`src/include/smbevt_map.vh`:
```
// Register offsets, field positions and reset values for the SMBus event block
`ifndef SMBEVT_MAP_VH
`define SMBEVT_MAP_VH
`define SMBEVT_OFF_HOST_CTL      8'h02
`define SMBEVT_OFF_AUX_STS       8'h0c
`define SMBEVT_OFF_TGT_CTL       8'h11
`define SMBEVT_OFF_HOST_CFG      8'h40
`define SMBEVT_OFF_HOST_STS      8'h00
`define SMBEVT_OFF_AUX_CTL       8'h0d
`define SMBEVT_OFF_TGT_ADDR      8'h09
`define SMBEVT_OFF_TGT_DATA0     8'h0a
`define SMBEVT_OFF_TGT_DATA1     8'h0b
`define SMBEVT_OFF_TGT_STS       8'h10
`define SMBEVT_OFF_SMI_STS       8'h12
`define SMBEVT_OFF_PEC           8'h05
`define SMBEVT_BIT_INTR_EN       0
`define SMBEVT_BIT_SMI_ROUTE     1
`define SMBEVT_BIT_ALERT_DIS     2
`define SMBEVT_BIT_NOTIFY_INTR   0
`define SMBEVT_BIT_NOTIFY_WAKE   1
`define SMBEVT_BIT_ALERT_STS     5
`define SMBEVT_BIT_DEVICE_ERROR_FLAG       2
`define SMBEVT_BIT_CRC_ERR       0
`define SMBEVT_BIT_AUTO_CRC      0
`define SMBEVT_BIT_NOTIFY_STS    0
`define SMBEVT_BIT_TGT_SMI_STS   0
`define SMBEVT_RST_TGT_ADDR      7'h44
`define SMBEVT_CMD_WAKE_SMI      8'h01
`define SMBEVT_CMD_LINK_SMI      8'h08
`define SMBEVT_TREG_CMD          8'h00
`define SMBEVT_TREG_DATA0        8'h04
`define SMBEVT_TREG_DATA1        8'h05
`define SMBEVT_NOTIFY_ADDR       7'h08
`define SMBEVT_CRC_POLY          8'h07
`endif

```
`src/hdl/smbevt_core.v`:
```
// SMBus event routing, host CRC and target-side decoder
`timescale 1ns/1ps
`default_nettype none
`include "smbevt_map.vh"
// Notes on behaviour
// - Alert low always wakes, sets status bit 5; routes SMI or interrupt per enables.
// - Wake/SMI command wakes when asleep, else secondary SMI with status.
// - Link-target SMI command raises secondary SMI only in S0; status is set in any state.
// - Host status bits 4..1: none, interrupt, or host SMI per two enables.
// - Host Notify: wake per wake enable; interrupt or SMI per enables.
// - Auto CRC appends computed CRC on writes, checks it on reads.
// - Auto CRC sends computed value, never the software packet-error register.
// - Read CRC mismatch sets device error and CRC error at 0Ch.
// - Target logic neither generates nor checks packet-error bytes.
// - Target decodes Byte Write and Host Notify; a read address is only acknowledged.
// - Own target address resets to a usable default.
// - Data bytes written to target registers 04h and 05h land in processor-readable receive registers.
// - Match sets notify status bit 0 or SMI status bit 0.
// - Every satisfied enable combination produces its result together.
module smbevt_core (
	input  wire       sys_clk_in,
	input  wire       reset_in,
	input  wire       clk_en_in,
	input  wire       io_wr_in,
	input  wire       io_rd_in,
	input  wire [7:0] io_addr_in,
	input  wire [7:0] io_wdata_in,
	output reg  [7:0] io_rdata_out,
	input  wire       alert_n_in,
	input  wire [3:0] host_evt_in,
	input  wire       system_awake_in,
	input  wire       system_s0_in,
	input  wire       crc_byte_in,
	input  wire [7:0] crc_data_in,
	input  wire       crc_clear_in,
	input  wire       crc_tx_last_in,
	input  wire       crc_rx_check_in,
	input  wire [7:0] crc_rx_byte_in,
	output reg  [7:0] crc_tx_byte_out,
	output reg        crc_tx_valid_out,
	input  wire       scl_in,
	input  wire       sda_in,
	output wire       sda_out,
	output wire       sda_oe_out,
	output reg        wake_out,
	output wire       intr_out,
	output wire       host_smi_out,
	output reg        target_smi_out
);
	reg  [7:0] host_ctl_q;
	reg  [7:0] aux_sts_q;
	reg  [7:0] tgt_ctl_q;
	reg  [7:0] host_cfg_q;
	reg  [7:0] host_sts_q;
	reg  [7:0] aux_ctl_q;
	reg  [7:0] pec_q;
	reg  [6:0] own_target_address_q;
	reg  [7:0] tgt_data0_q, tgt_data1_q, tgt_cmd_q;
	reg        notify_sts_q, target_smi_status_q;
	reg  [7:0] crc_q;
	reg  [1:0] scl_s_q, sda_s_q;
	reg        scl_d_q, sda_d_q;
	reg  [3:0] bit_cnt_q;
	reg  [7:0] shift_q;
	reg  [1:0] byte_idx_q;
	reg        active_q;
	reg        matched_q;
	reg        is_read_q;
	reg        is_notify_q;
	reg        ack_q;
	reg  [7:0] reg_sel_q;
	reg        msg_done_q;
	wire       host_intr_enable    = host_ctl_q[`SMBEVT_BIT_INTR_EN];
	wire       smi_route_enable    = host_cfg_q[`SMBEVT_BIT_SMI_ROUTE];
	wire       alert_input_disable = tgt_ctl_q[`SMBEVT_BIT_ALERT_DIS];
	wire       notify_intr_enable  = tgt_ctl_q[`SMBEVT_BIT_NOTIFY_INTR];
	wire       notify_wake_enable  = tgt_ctl_q[`SMBEVT_BIT_NOTIFY_WAKE];
	wire       auto_crc_enable     = aux_ctl_q[`SMBEVT_BIT_AUTO_CRC];
	reg  [1:0] alert_s_q;
	wire       alert_act = ~alert_s_q[1];
	wire       scl_v = scl_s_q[1];
	wire       sda_v = sda_s_q[1];
	wire       start_c = scl_v & scl_d_q & sda_d_q & ~sda_v;
	wire       stop_c  = scl_v & scl_d_q & ~sda_d_q & sda_v;
	wire       scl_rise = scl_v & ~scl_d_q;
	wire       scl_fall = ~scl_v & scl_d_q;
	wire       wr_hit = io_wr_in & clk_en_in;
	wire       rd_hit = io_rd_in & clk_en_in;
	wire [7:0] crc_next;
	wire       host_any = |host_sts_q[4:1];
	// Target-side event pulses
	wire       ev_wake_cmd = msg_done_q & ~is_notify_q & (reg_sel_q == `SMBEVT_TREG_CMD)
		& (tgt_cmd_q == `SMBEVT_CMD_WAKE_SMI);
	wire       ev_link_cmd = msg_done_q & ~is_notify_q & (reg_sel_q == `SMBEVT_TREG_CMD)
		& (tgt_cmd_q == `SMBEVT_CMD_LINK_SMI);
	wire       ev_notify = msg_done_q & is_notify_q;
	wire       ev_alert_smi = alert_act & smi_route_enable & ~alert_input_disable;
	wire       ev_sec_smi = (ev_wake_cmd & system_awake_in)
		| (ev_link_cmd & system_s0_in)
		| (ev_notify & notify_intr_enable & smi_route_enable);
	wire       tsmi_set = ev_sec_smi | ev_alert_smi | (msg_done_q & ~is_notify_q);
	// Interrupt and host SMI outputs, every satisfied combination together
	assign intr_out = (host_any & host_intr_enable & ~smi_route_enable)
		| (alert_act & host_intr_enable & ~smi_route_enable & ~alert_input_disable)
		| (notify_sts_q & notify_intr_enable & ~smi_route_enable);
	assign host_smi_out = host_any & host_intr_enable & smi_route_enable;
	// Target only acknowledges; never drives a packet-error byte
	assign sda_out = 1'b0;
	assign sda_oe_out = ack_q;
	// Bitwise CRC-8 over one byte
	function [7:0] crc8;
		input [7:0] c;
		input [7:0] d;
		integer i;
		reg [7:0] r;
		begin
			r = c ^ d;
			for (i = 0; i < 8; i = i + 1) begin
				r = r[7] ? ((r << 1) ^ `SMBEVT_CRC_POLY) : (r << 1);
			end
			crc8 = r;
		end
	endfunction
	assign crc_next = crc8(crc_q, crc_data_in);
	// Input synchronisers and edge history
	always @(posedge sys_clk_in or posedge reset_in) begin
		if (reset_in) begin
			alert_s_q <= 2'h3;
			scl_s_q <= 2'h3;
			sda_s_q <= 2'h3;
			scl_d_q <= 1'b1;
			sda_d_q <= 1'b1;
		end else if (clk_en_in) begin
			alert_s_q <= {alert_s_q[0], alert_n_in};
			scl_s_q <= {scl_s_q[0], scl_in};
			sda_s_q <= {sda_s_q[0], sda_in};
			scl_d_q <= scl_v;
			sda_d_q <= sda_v;
		end
	end
	// Host CRC and software registers
	always @(posedge sys_clk_in or posedge reset_in) begin
		if (reset_in) begin
			host_ctl_q <= 8'h00;
			aux_sts_q <= 8'h00;
			tgt_ctl_q <= 8'h00;
			host_cfg_q <= 8'h00;
			host_sts_q <= 8'h00;
			aux_ctl_q <= 8'h00;
			pec_q <= 8'h00;
			own_target_address_q <= `SMBEVT_RST_TGT_ADDR;
			crc_q <= 8'h00;
			crc_tx_byte_out <= 8'h00;
			crc_tx_valid_out <= 1'b0;
			notify_sts_q <= 1'b0;
			target_smi_status_q <= 1'b0;
			wake_out <= 1'b0;
			target_smi_out <= 1'b0;
		end else if (clk_en_in) begin
			crc_tx_valid_out <= 1'b0;
			if (wr_hit) begin
				case (io_addr_in)
				`SMBEVT_OFF_HOST_CTL: host_ctl_q <= io_wdata_in;
				`SMBEVT_OFF_TGT_CTL:  tgt_ctl_q <= io_wdata_in;
				`SMBEVT_OFF_HOST_CFG: host_cfg_q <= io_wdata_in;
				`SMBEVT_OFF_AUX_CTL:  aux_ctl_q <= io_wdata_in;
				`SMBEVT_OFF_TGT_ADDR: own_target_address_q <= io_wdata_in[6:0];
				`SMBEVT_OFF_PEC:      pec_q <= io_wdata_in;
				default: ;
				endcase
			end
			// Write-one-to-clear status; a same-cycle set wins
			if (wr_hit && io_addr_in == `SMBEVT_OFF_HOST_STS)
				host_sts_q <= (host_sts_q & ~io_wdata_in) | {2'h0, alert_act, host_evt_in, 1'b0};
			else
				host_sts_q <= host_sts_q | {2'h0, alert_act, host_evt_in, 1'b0};
			if (wr_hit && io_addr_in == `SMBEVT_OFF_AUX_STS)
				aux_sts_q <= aux_sts_q & ~io_wdata_in;
			if (crc_clear_in)
				crc_q <= 8'h00;
			else if (crc_byte_in && auto_crc_enable)
				crc_q <= crc_next;
			if (crc_tx_last_in) begin
				crc_tx_byte_out <= auto_crc_enable ? crc_q : pec_q;
				crc_tx_valid_out <= 1'b1;
			end
			if (crc_rx_check_in && auto_crc_enable && crc_rx_byte_in != crc_q) begin
				aux_sts_q[`SMBEVT_BIT_DEVICE_ERROR_FLAG] <= 1'b1;
				aux_sts_q[`SMBEVT_BIT_CRC_ERR] <= 1'b1;
			end
			if (wr_hit && io_addr_in == `SMBEVT_OFF_TGT_STS && io_wdata_in[0])
				notify_sts_q <= ev_notify;
			else if (ev_notify)
				notify_sts_q <= 1'b1;
			if (wr_hit && io_addr_in == `SMBEVT_OFF_SMI_STS && io_wdata_in[0])
				target_smi_status_q <= tsmi_set;
			else if (tsmi_set)
				target_smi_status_q <= 1'b1;
			wake_out <= alert_act | (ev_wake_cmd & ~system_awake_in)
				| (ev_notify & notify_wake_enable);
			target_smi_out <= ev_sec_smi | ev_alert_smi;
		end
	end
	// Target-side byte decoder
	always @(posedge sys_clk_in or posedge reset_in) begin
		if (reset_in) begin
			bit_cnt_q <= 4'h0;
			shift_q <= 8'h00;
			byte_idx_q <= 2'h0;
			active_q <= 1'b0;
			matched_q <= 1'b0;
			is_read_q <= 1'b0;
			is_notify_q <= 1'b0;
			ack_q <= 1'b0;
			reg_sel_q <= 8'h00;
			tgt_cmd_q <= 8'h00;
			tgt_data0_q <= 8'h00;
			tgt_data1_q <= 8'h00;
			msg_done_q <= 1'b0;
		end else if (clk_en_in) begin
			msg_done_q <= 1'b0;
			if (start_c) begin
				active_q <= 1'b1;
				bit_cnt_q <= 4'h0;
				byte_idx_q <= 2'h0;
				matched_q <= 1'b0;
				ack_q <= 1'b0;
			end else if (stop_c) begin
				active_q <= 1'b0;
				ack_q <= 1'b0;
				msg_done_q <= matched_q & ~is_read_q & (byte_idx_q == 2'h3);
			end else if (active_q && scl_rise && bit_cnt_q < 4'h8) begin
				shift_q <= {shift_q[6:0], sda_v};
				bit_cnt_q <= bit_cnt_q + 4'h1;
			end else if (active_q && scl_fall && bit_cnt_q == 4'h8) begin
				// Address byte: match and direction
				if (byte_idx_q == 2'h0) begin
					is_read_q <= shift_q[0];
					is_notify_q <= shift_q[7:1] == `SMBEVT_NOTIFY_ADDR;
					matched_q <= (shift_q[7:1] == own_target_address_q)
						| (shift_q[7:1] == `SMBEVT_NOTIFY_ADDR & ~shift_q[0]);
					ack_q <= (shift_q[7:1] == own_target_address_q)
						| (shift_q[7:1] == `SMBEVT_NOTIFY_ADDR & ~shift_q[0]);
				end else if (matched_q && !is_read_q) begin
					ack_q <= 1'b1;
					if (byte_idx_q == 2'h1)
						reg_sel_q <= shift_q;
					if (byte_idx_q == 2'h2) begin
						if (is_notify_q) begin
							tgt_data0_q <= reg_sel_q;
							tgt_data1_q <= shift_q;
						end
						if (!is_notify_q && reg_sel_q == `SMBEVT_TREG_CMD)
							tgt_cmd_q <= shift_q;
						if (!is_notify_q && reg_sel_q == `SMBEVT_TREG_DATA0)
							tgt_data0_q <= shift_q;
						if (!is_notify_q && reg_sel_q == `SMBEVT_TREG_DATA1)
							tgt_data1_q <= shift_q;
					end
				end else
					ack_q <= 1'b0;
				if (byte_idx_q != 2'h3)
					byte_idx_q <= byte_idx_q + 2'h1;
				bit_cnt_q <= 4'h9;
			end else if (active_q && scl_fall && bit_cnt_q == 4'h9) begin
				ack_q <= 1'b0;
				bit_cnt_q <= 4'h0;
				if (!is_notify_q && byte_idx_q == 2'h3)
					byte_idx_q <= 2'h3;
			end
			if (stop_c && matched_q && !is_read_q && !is_notify_q && byte_idx_q == 2'h3)
				msg_done_q <= 1'b1;
		end
	end
	// Register read mux
	always @(posedge sys_clk_in or posedge reset_in) begin
		if (reset_in)
			io_rdata_out <= 8'h00;
		else if (rd_hit) begin
			case (io_addr_in)
			`SMBEVT_OFF_HOST_STS:  io_rdata_out <= host_sts_q;
			`SMBEVT_OFF_HOST_CTL:  io_rdata_out <= host_ctl_q;
			`SMBEVT_OFF_AUX_STS:   io_rdata_out <= aux_sts_q;
			`SMBEVT_OFF_AUX_CTL:   io_rdata_out <= aux_ctl_q;
			`SMBEVT_OFF_TGT_CTL:   io_rdata_out <= tgt_ctl_q;
			`SMBEVT_OFF_HOST_CFG:  io_rdata_out <= host_cfg_q;
			`SMBEVT_OFF_TGT_ADDR:  io_rdata_out <= {1'b0, own_target_address_q};
			`SMBEVT_OFF_PEC:       io_rdata_out <= pec_q;
			`SMBEVT_OFF_TGT_DATA0: io_rdata_out <= tgt_data0_q;
			`SMBEVT_OFF_TGT_DATA1: io_rdata_out <= tgt_data1_q;
			`SMBEVT_OFF_TGT_STS:   io_rdata_out <= {7'h00, notify_sts_q};
			`SMBEVT_OFF_SMI_STS:   io_rdata_out <= {7'h00, target_smi_status_q};
			default:               io_rdata_out <= 8'h00;
			endcase
		end
	end
endmodule
`default_nettype wire

```
`config.mk`:
```
export PLATFORM = sky130hd
export DESIGN_NAME = smbevt_core
export DESIGN_NICKNAME = d
export VERILOG_FILES = /design/src/hdl/smbevt_core.v
export VERILOG_INCLUDE_DIRS = /design/src /design/src/include
export SDC_FILE = /design/constraint.sdc
export NUM_CORES = 1
export LEC_CHECK = 0
export BUFFER_PORTS_ARGS = -buffer_cell sky130_fd_sc_hd__buf_2
export CORE_ASPECT_RATIO = 0.5
export CORE_UTILIZATION = 35
export CTS_BUF_LIST = sky130_fd_sc_hd__clkbuf_8
export DETAILED_ROUTE_END_ITERATION = 16
export HOLD_SLACK_MARGIN = 0.03
export PLACE_DENSITY = 0.51
export SYNTH_ARGS = -nofsm -noshare
export SYNTH_HDL_FRONTEND = slang
export SYNTH_SLANG_ARGS = --single-unit
```
`constraint.sdc`:
```
create_clock -name sys_clk_in -period 6.45 [get_ports sys_clk_in]
set_input_delay 1.29 -clock sys_clk_in [delete_from_list [all_inputs] [get_ports sys_clk_in]]
set_output_delay 1.29 -clock sys_clk_in [all_outputs]
set_load 0.02 [all_outputs]
```
==> flow_summary.toml, run 1 <==
[critical_path]
ff2ff_setup_slack_ps = 3860
r2r-end = "tgt_data1_q[6]"
crit_required_ps = 6800
cp_slowest_stage_delay_ps = 960
path_cells = "buf_2 -> nor4bb_1 -> nand3_1 -> mux2_2"
critPathArrivalTime_ps = 3610
r2r_cells = 7
cp-end-kind = "flip-flop"
critPathSlowestCell = "nor4bb_1"
r2r-start = "byte_idx_q[0]"
crit_type = "input port to flip-flop"
worstPathMaxFanout = 19
cp-start-kind = "input port"

[min_path]
worstHoldPathType = "flip-flop to flip-flop"
hp-start = "crc_tx_valid_out"
hold_end = "crc_tx_valid_out"
hold_depth = 1

[power]
p_sw_uw = 733
power.density_mw_per_mm2 = 279
switching_share_pct = 30.4
combPwrFrac_pct = 18.6
seqPwrFrac_pct = 48.0
p_clk_share_pct = 33.4
internal_power_mw = 1.68
vdd_drop_max_mv = 0.102
p_leak_nw = 3.93

[finish]
area_growth_pct = 13.8
num-fill-cells = 2069
antennaDiodeCount = 0
drive_gt1_share_pct = 29.6
fin_nets = 788
fin_util_pct = 41.3
design_area_mm2 = 0.00864

[die]
core-area_mm2 = 0.0209
die_h_um = 106
die_w_um = 210
rows = 37
dieArea_mm2 = 0.0223
initial_core_util_pct = 36.3
io_pins = 73

[drt]
wl_per_cell_um = 19.2
drt_iter0_drc = 394
firstDrtPassIters = 5
wirelength_um = 19900
vias_per_cell = 5.13
ant_nets = 0
vias = 5311
drc = 0

[cts]
cts-buffers-inserted = 17
clkSinkCount = 152
post_cts_buffers = 0
clk_pin_slew_ps = 90
cts_hold_buf = 0
h-tree-depth = 4
clock_path_buffers = 2
cts_resized = 0
cts_tree = "built"
clk_latency_ps = 470
clock-root-buffer = "clkbuf_8"

[grt]
grt_pass1_wl_um = 31500
antenna_found_initial = 0
overflow = 0
track_usage_pct = 18.8
first_global_vias = 5469
grt_max_degree = 99

[logic_synthesis]
yosysUniqueCellTypes = 63
syn_avg_cell_area_um2 = 11.3
ys_ff_latch = 152
synthCells = 670
netlist_area_mm2 = 0.00759
synth_ff_type = "dfrtp_1"
ys_seq_area_share_pct = 50.2
synth_edf_count = 0
ys_warn_count = 0
synthArstFlopShare_pct = 100
synth_nets = 727

[sta]
fmax_mhz = 306
fin_setup_tns_ps = 0
fin_skew_ps = 15.3
maxSlewHeadroom_pct = 22.5
hold_viol = 0
worst_pin_slew_ps = 1150
rsz0062_at_grt = "no"
slew_violations = 0
finalSetupViolations = 0
final.period_utilization_pct = 50.6
finalCriticalPeriod_ps = 3260

[placement]
dp.final_hpwl_um = 14200
gp_congestion = 0.891
port_buffers = 71
placed_area_mm2 = 0.00821

[status]
run_status = "complete, no violations"

[run]
cap_violations = 0
## cells in the final DEF, fill, tap and decap left out, types with 8 or more instances in the layout
cell type  Yosys  routed
a21boi_0       9       9
a22oi_1       16      16
a22o_1         8       8
nand3_1       19      19
clkbuf_8       0      18
buf_2          5      71
xnor2_1       18      18
mux2_2        95      95
nand2_1       48      48
nor2_1        31      31
inv_1         20      21
dfstp_2       10      10
xor2_1        14      14
mux2i_1       29      29
o21ai_0       30      30
dfrtp_1      142     142
nor3_1         8       8
a21oi_1       37      37
## worst max-delay path, delay by kind of cell
kind	cells	cell delay, ps
buf+inv	1	390
mux	1	420
simple gates	2	1500
## cell type report
type | count | area (um2) | share of cell area [%]
clock inverters | 14 | 183 | 2.11
repair buffers | 74 | 378 | 4.37
clock buffers | 18 | 248 | 2.87
multi-input cells | 466 | 3570 | 41.3
flip-flops and latches | 152 | 3820 | 44.2
inverters | 20 | 80.1 | 0.927
well taps | 292 | 365 | 4.23
## synthesized netlist by cell type, drive strengths merged (3+ instances only)
library cell / n / area, um2
dfrtp: 142 / 3550
mux2: 95 / 1070
nand2: 48 / 180
a21oi: 38 / 201
nor2: 34 / 154
o21ai: 30 / 150
mux2i: 29 / 290
inv: 20 / 75.1
clkbuf: 19 / 71.3
nand3: 19 / 95.1
xnor2: 18 / 158
a22oi: 16 / 120
xor2: 14 / 123
buf: 13 / 66.3
dfstp: 10 / 263
a21boi: 9 / 67.6
a22o: 8 / 70.1
nor3: 8 / 40.0
ha: 7 / 87.6
nor2b: 7 / 43.8
or3: 7 / 43.8
and3: 6 / 37.5
nor4: 5 / 46.3
o22ai: 5 / 31.3
a21o: 4 / 30.0
nand4: 4 / 25.0
o31ai: 4 / 30.0
a221oi: 3 / 26.3
a31oi: 3 / 18.8
a32oi: 3 / 26.3
and2: 3 / 18.8
nand3b: 3 / 35.0
nand4b: 3 / 26.3
nor4b: 3 / 26.3
xnor3: 3 / 67.6
## flip-flops by register name (all words and copies together), names as in the netlist, 8 cells and up
register,count
tgt_ctl_q,8
tgt_data1_q,8
crc_q,8
crc_tx_byte_out,8
reg_sel_q,8
tgt_data0_q,8
shift_q,8
host_cfg_q,8
aux_ctl_q,8
host_ctl_q,8
io_rdata_out,8
aux_sts_q,8
pec_q,8
host_sts_q,8
tgt_cmd_q,8
## metrics by stage
stage	power, mW	cells	hold slack [ps]	setup slack (ps)
after global routing	2.55	1036	516	3070
final	2.41	1036	480	3190
after global placement	1.63	1004	462	2760
after floorplan	1.49	670	447	1080
after CTS	2.45	1036	486	3200
after detailed placement	1.63	1004	465	2690
## worst max path at each step
stage,slack (ps),start,cells after the start,endpoint
3_5_place_dp,2690,io_addr_in[0],4,pec_q[2]
3_3_place_gp,2760,io_addr_in[0],4,pec_q[2]
6_report,3190,io_addr_in[0],4,pec_q[2]
5_1_grt,3070,io_addr_in[0],4,pec_q[3]
4_1_cts,3200,io_addr_in[0],4,pec_q[2]
2_1_floorplan,1080,reset_in,1,active_q
## routing by layer
metal | GRT usage (%) | wire, um | vias up
met4 | 5.42 | 304 | 0
li1 | - | - | 2549
met2 | 29.7 | 9100 | 92
met5 | 0 | 0 | -
met1 | 25.7 | 9700 | 2650
met3 | 4.55 | 763 | 20
## power by group through the flow
stage | clock network, mW | registers (mW) | logic [mW]
floorplan | 0 | 1.12 | 0.366
global placement | 0 | 1.18 | 0.451
detailed placement | 0 | 1.18 | 0.454
CTS | 0.830 | 1.16 | 0.458
global route | 0.867 | 1.18 | 0.503
finish | 0.806 | 1.16 | 0.449
## kinds of logic (layout without fill, tap and decap cells)
group | after synthesis | after routing | share of synthesized area (%)
buffers and inverters | 52 | 126 | 2.80
xor gates and xnor gates | 35 | 35 | 4.58
AOI/OAI and AO/OA | 140 | 140 | 12.1
other | 1 | 1 | 0.0494
DFF | 152 | 152 | 50.2
muxes | 124 | 124 | 17.9
adders and majority gates | 7 | 7 | 1.15
and+or+nand+nor | 159 | 159 | 11.2
Power figures use the tool's default switching activity.
==> inputs of run 2 (changes only) <==
--- a/config.mk
+++ b/config.mk
@@ -12,7 +12,7 @@
 export CTS_BUF_LIST = sky130_fd_sc_hd__clkbuf_8
 export DETAILED_ROUTE_END_ITERATION = 16
 export HOLD_SLACK_MARGIN = 0.03
-export PLACE_DENSITY = 0.51
+export PLACE_DENSITY = 0.53
 export SYNTH_ARGS = -nofsm -noshare
 export SYNTH_HDL_FRONTEND = slang
 export SYNTH_SLANG_ARGS = --single-unit
==> constraint.sdc (replaced) <==
create_clock -name sys_clk_in -period 2.77 [get_ports sys_clk_in]
set_input_delay 0.554 -clock sys_clk_in [delete_from_list [all_inputs] [get_ports sys_clk_in]]
set_output_delay 0.554 -clock sys_clk_in [all_outputs]
set_load 0.02 [all_outputs]
==> run 2 against run 1 <==
Against the previous run:
- non-clock buffer count rose by 15
- global-route usage rose by 0.14 points
- clock skew fell by 1.8 ps
- combinational power rose by 140%
- sequential share of layout area fell by 0.61 points
- first-iteration DRC count fell by 27%
- die area did not move
- clock power rose by 130%
- utilization rose by 0.57 points
- register-to-register slack got worse by 3700 ps
- wire length rose by 1.1%
- clock-buffer cell count did not move
- critical path type is now flip-flop to flip-flop
==> flow_summary.toml, run 2 (synthesized netlist as in run 1, its figures left out) <==
[critical_path]
worstPathMaxFanout = 8
r2r_cells = 7
crit_start = "byte_idx_q[0]"
critPathArrivalTime_ps = 2950
cp-start-kind = "flip-flop"
crit_required_ps = 3120
r2r-start = "byte_idx_q[0]"
ff2ff_setup_slack_ps = 170
cp-end-kind = "flip-flop"
r2r-end = "tgt_data1_q[1]"
crit_type = "flip-flop to flip-flop"

[cts]
cts_resized = 0
cts_tree = "built"
clkSinkCount = 152
clock-root-buffer = "clkbuf_8"
clock_path_buffers = 2
h-tree-depth = 4
clk_pin_slew_ps = 90
cts-buffers-inserted = 17
cts_hold_buf = 0
post_cts_buffers = 0
clk_latency_ps = 470

[sta]
finalSetupViolations = 0
fmax_mhz = 385
hold_ws_ps = 118
hold_viol = 0
rsz0062_at_grt = "no"
slew_violations = 0
worst_pin_slew_ps = 702
maxSlewHeadroom_pct = 52.9
finalCriticalPeriod_ps = 2600
final.period_utilization_pct = 93.9
fin_skew_ps = 13.5
fin_setup_tns_ps = 0

[grt]
grt_max_degree = 76
track_usage_pct = 19.0
grt_pass1_wl_um = 32000
overflow = 0
antenna_found_initial = 0
grtUsageMet1_pct = 26.2
top_usage_layer = "met2"
first_global_vias = 5575
met3_usage_pct = 3.93
grt_util_met2_pct = 30.1

[die]
dieArea_mm2 = 0.0223
rows = 37
die_h_um = 106
core-area_mm2 = 0.0209
die_w_um = 210
io_pins = 73
initial_core_util_pct = 36.3

[finish]
regArea_mm2 = 0.00382
antennaDiodeCount = 0
fin_util_pct = 41.9
num-fill-cells = 2056
final_cell_mix = "dfrtp_1 (142), mux2_2 (95), buf_2 (71), nand2_1 (48), a21oi_1 (37)"
area_growth_pct = 15.4
fin_nets = 803
multi_input_area_mm2 = 0.00357
drive_gt1_share_pct = 31.0
mostFrequentLayoutCell = "dfrtp_1"
design_area_mm2 = 0.00876

[run]
cap_violations = 0

[min_path]
worstHoldPathType = "input port to async pin"

[power]
power.density_mw_per_mm2 = 640
internal_power_mw = 3.85
power_mw = 5.61
vdd_drop_max_mv = 0.241
seqPwrFrac_pct = 48.3
combPwrFrac_pct = 19.3
p_leak_nw = 4.00
p_clk_share_pct = 32.4
switching_share_pct = 31.3
p_sw_mw = 1.75

[drt]
vias = 5520
vias_per_cell = 5.25
wirelength_um = 20100
firstDrtPassIters = 4
drc = 0
ant_nets = 0
drt_iter0_drc = 286
wl_per_cell_um = 19.1

[placement]
gp_congestion = 0.859
placed_area_mm2 = 0.00834
dp.final_hpwl_um = 14500
port_buffers = 71

[status]
run_status = "complete, no violations"
[run 2: changes by cell type in the layout (fill, tap and decap cells not counted), sizes merged]
cell / previous run / this run
buf: 74 / 89
clkinvlp: 0 / 2
bufinv: 4 / 3
clkinv: 7 / 6
[run 2: critical path: stages (launching register included)]
cell	delay, ps
dfrtp_1	410
inv_1	90
ha_1	250
nor3b_1	350
nand3_1	110
or3_1	550
a21oi_4	340
mux2_2	380
[run 2: metal layers]
layer | vias to the layer above | routed length, um
met5 | - | 0
met4 | 0 | 291
met3 | 23 | 780
met2 | 106 | 9360
met1 | 2799 | 9650
li1 | 2592 | -
[run 2: worst max-delay path by stage]
stage	endpoint	cells past startpoint	slack, ps
floorplan	active_q	1	310
global placement	tgt_data1_q[4]	7	310
detailed placement	tgt_data1_q[1]	7	180
CTS	tgt_data1_q[1]	7	170
global route	tgt_data1_q[0]	7	8
finish	tgt_data1_q[1]	7	170
[run 2: area by class of cell]
| cell class | instances | share of cell area (%) |
|---|---|---|
| inverter | 20 | 0.900 |
| clock buffer | 18 | 2.83 |
| multi-input combinational | 466 | 40.7 |
| timing repair buffer | 89 | 5.88 |
| clock inverter | 14 | 1.97 |
| sequential | 152 | 43.6 |
| tap | 292 | 4.17 |
[run 2: power by group through the flow]
stage / Clock [mW] / Combinational, mW / Sequential [mW]
6_report: 1.82 / 1.08 / 2.71
5_1_grt: 1.96 / 1.19 / 2.75
4_1_cts: 1.86 / 1.09 / 2.71
3_5_place_dp: 0 / 1.08 / 2.76
3_3_place_gp: 0 / 1.06 / 2.75
2_1_floorplan: 0 / 0.853 / 2.61
[run 2: per-stage QoR]
stage / instances / setup WS [ps]
2_1_floorplan: 670 / 307
3_3_place_gp: 1019 / 310
3_5_place_dp: 1019 / 183
4_1_cts: 1051 / 167
5_1_grt: 1051 / 7.57
6_report: 1051 / 170
==> inputs of run 3 (changes only) <==
--- a/config.mk
+++ b/config.mk
@@ -6,6 +6,7 @@
 export SDC_FILE = /design/constraint.sdc
 export NUM_CORES = 1
 export LEC_CHECK = 0
+export ABC_AREA = 1
 export BUFFER_PORTS_ARGS = -buffer_cell sky130_fd_sc_hd__buf_2
 export CORE_ASPECT_RATIO = 0.5
 export CORE_UTILIZATION = 35
==> run 3 against run 2 <==
Against the previous run:
- largest power group unchanged
- hold slack better by 61 ps
- clock power is 3% higher
- wire length up 16%
- synthesized cell count is 59% higher
- synthesized area increased by 7.3%
- critical path depth decreased by 3
- setup slack improved by 250 ps
- fmax grew 10%
- sequential share of layout area shrank 2.3 points
- sequential cell count is the same
- sequential power fell by 1%
- non-clock buffer count down 12
==> flow_summary.toml, run 3 <==
[cts]
clock-root-buffer = "clkbuf_8"
post_cts_buffers = 0
cts_resized = 0
clk_pin_slew_ps = 90
cts-buffers-inserted = 17
clk_latency_ps = 470
cts_hold_buf = 0
clkSinkCount = 152
h-tree-depth = 4
cts_tree = "built"
clock_path_buffers = 2

[sta]
maxSlewHeadroom_pct = 48.1
hold_viol = 0
rsz0062_at_grt = "no"
finalSetupViolations = 0
fmax_mhz = 425
finalCriticalPeriod_ps = 2350
fin_setup_tns_ps = 0
fin_skew_ps = 15.2
worst_pin_slew_ps = 778
slew_violations = 0
final.period_utilization_pct = 85.0
hold_ws_ps = 178

[critical_path]
critPathArrivalTime_ps = 1800
cp-start-kind = "flip-flop"
r2r-start = "byte_idx_q[0]"
cp-end-kind = "output pin"
r2r_cells = 9
r2r-end = "tgt_data0_q[7]"
worstPathMaxFanout = 3
crit_type = "flip-flop to output pin"
ff2ff_setup_slack_ps = 850
crit_required_ps = 2220

[die]
core-area_mm2 = 0.0228
io_pins = 73
initial_core_util_pct = 35.7
rows = 39
die_w_um = 218
die_h_um = 110
dieArea_mm2 = 0.0239

[placement]
gp_congestion = 0.874
port_buffers = 71
dp.final_hpwl_um = 17000

[drt]
drt_iter0_drc = 601
wirelength_um = 23300
ant_nets = 0
firstDrtPassIters = 6
vias = 7093
vias_per_cell = 4.88
drc = 0
wl_per_cell_um = 16.0

[status]
run_status = "complete, no violations"

[logic_synthesis]
synth_top_cell_by_area = "dfrtp_1"
synth_ff_type = "dfrtp_1"
netlist_area_mm2 = 0.00815
yosysUniqueCellTypes = 46
syn_avg_cell_area_um2 = 7.65
synth_edf_count = 0
synthTopCellsByArea = "dfrtp_1 (44%), nand2_1 (16%), nand3_1 (7.6%)"
ys_seq_area_share_pct = 46.8
synth_common_cells = "nand2_1 (357), dfrtp_1 (142), nand3_1 (123), inv_1 (106), o21ai_0 (77)"
synth_top_cell_area_share_pct = 43.6
ys_warn_count = 0
synthArstFlopShare_pct = 100
yosysMostFrequentCell = "nand2_1"
ys_ff_latch = 152
synthCells = 1065
synth_nets = 1122

[finish]
fin_nets = 1191
drive_gt1_share_pct = 14.8
area_growth_pct = 13.4
fin_util_pct = 40.5
final_cell_mix = "nand2_1 (357), dfrtp_1 (142), nand3_1 (123), inv_1 (105), o21ai_0 (77)"
mostFrequentLayoutCell = "nand2_1"
antennaDiodeCount = 0

[grt]
grt_max_degree = 130
grt_pass1_wl_um = 36700
overflow = 0
antenna_found_initial = 0
first_global_vias = 6447
track_usage_pct = 20.3

[power]
vdd_drop_max_mv = 0.287
p_leak_nw = 4.68
power.density_mw_per_mm2 = 612

[run]
cap_violations = 0

[min_path]
worstHoldPathType = "input port to async pin"
-- run 3: worst max-delay path: stages, from the launching register on --
cell and delay, ps:
dfrtp_1 400, or3_1 370, o21ai_0 230, a31oi_1 150, buf_2 190
-- run 3: worst max-delay path by stage --
stage,from,endpoint,slack (ps),cells after the start
floorplan,reset_in,active_q,310,1
global placement,io_addr_in[6],io_rdata_out[0],590,11
detailed placement,io_addr_in[6],io_rdata_out[3],580,11
CTS,host_sts_q[2],intr_out,400,4
global route,host_sts_q[2],intr_out,210,4
finish,host_sts_q[2],intr_out,420,4
-- run 3: metal layers --
layer | part of all wire, % | track usage (%)
met5 | 0 | 0
met4 | 1.1 | 5.34
met3 | 4.0 | 4.04
met2 | 43 | 30.3
met1 | 52 | 29.7
-- run 3: logic make-up (layout without fill, tap and decap cells) --
| logic type | count (synthesis) | in the layout | synth area share, % |
|---|---|---|---|
| simple gates | 605 | 605 | 33.6 |
| flops | 152 | 152 | 46.8 |
| buf+inv | 143 | 225 | 7.08 |
| compound gates | 135 | 135 | 9.00 |
| xor+xnor | 22 | 22 | 2.37 |
| fa+ha+maj | 7 | 7 | 1.08 |
| other cells | 1 | 1 | 0.0460 |
-- run 3: through the flow --
| stage | instances | power, mW | cell area [um2] | worst slack (ps) |
|---|---|---|---|---|
| finish | 1454 | 5.66 | 9240 | 416 |
| floorplan | 1065 | 3.47 | 8150 | 307 |
| detailed placement | 1422 | 3.83 | 8810 | 579 |
| global route | 1454 | 5.98 | 9240 | 205 |
| CTS | 1454 | 5.70 | 9240 | 401 |
| global placement | 1422 | 3.81 | 8810 | 591 |
-- run 3: layout make-up --
class | count | area [um2]
fill | 2385 | 13600
sequential | 152 | 3820
multi-input combinational | 770 | 3750
inverter | 116 | 442
timing repair buffer | 77 | 413
tap | 307 | 384
clock buffer | 19 | 262
clock inverter | 13 | 170
-- run 3: power by group --
part / internal, mW / switching (mW) / total (mW) / leakage (nW)
clock: 0.948 / 0.920 / 1.87 / 0.209
sequential: 2.41 / 0.266 / 2.67 / 1.91
combinational: 0.387 / 0.727 / 1.11 / 2.56
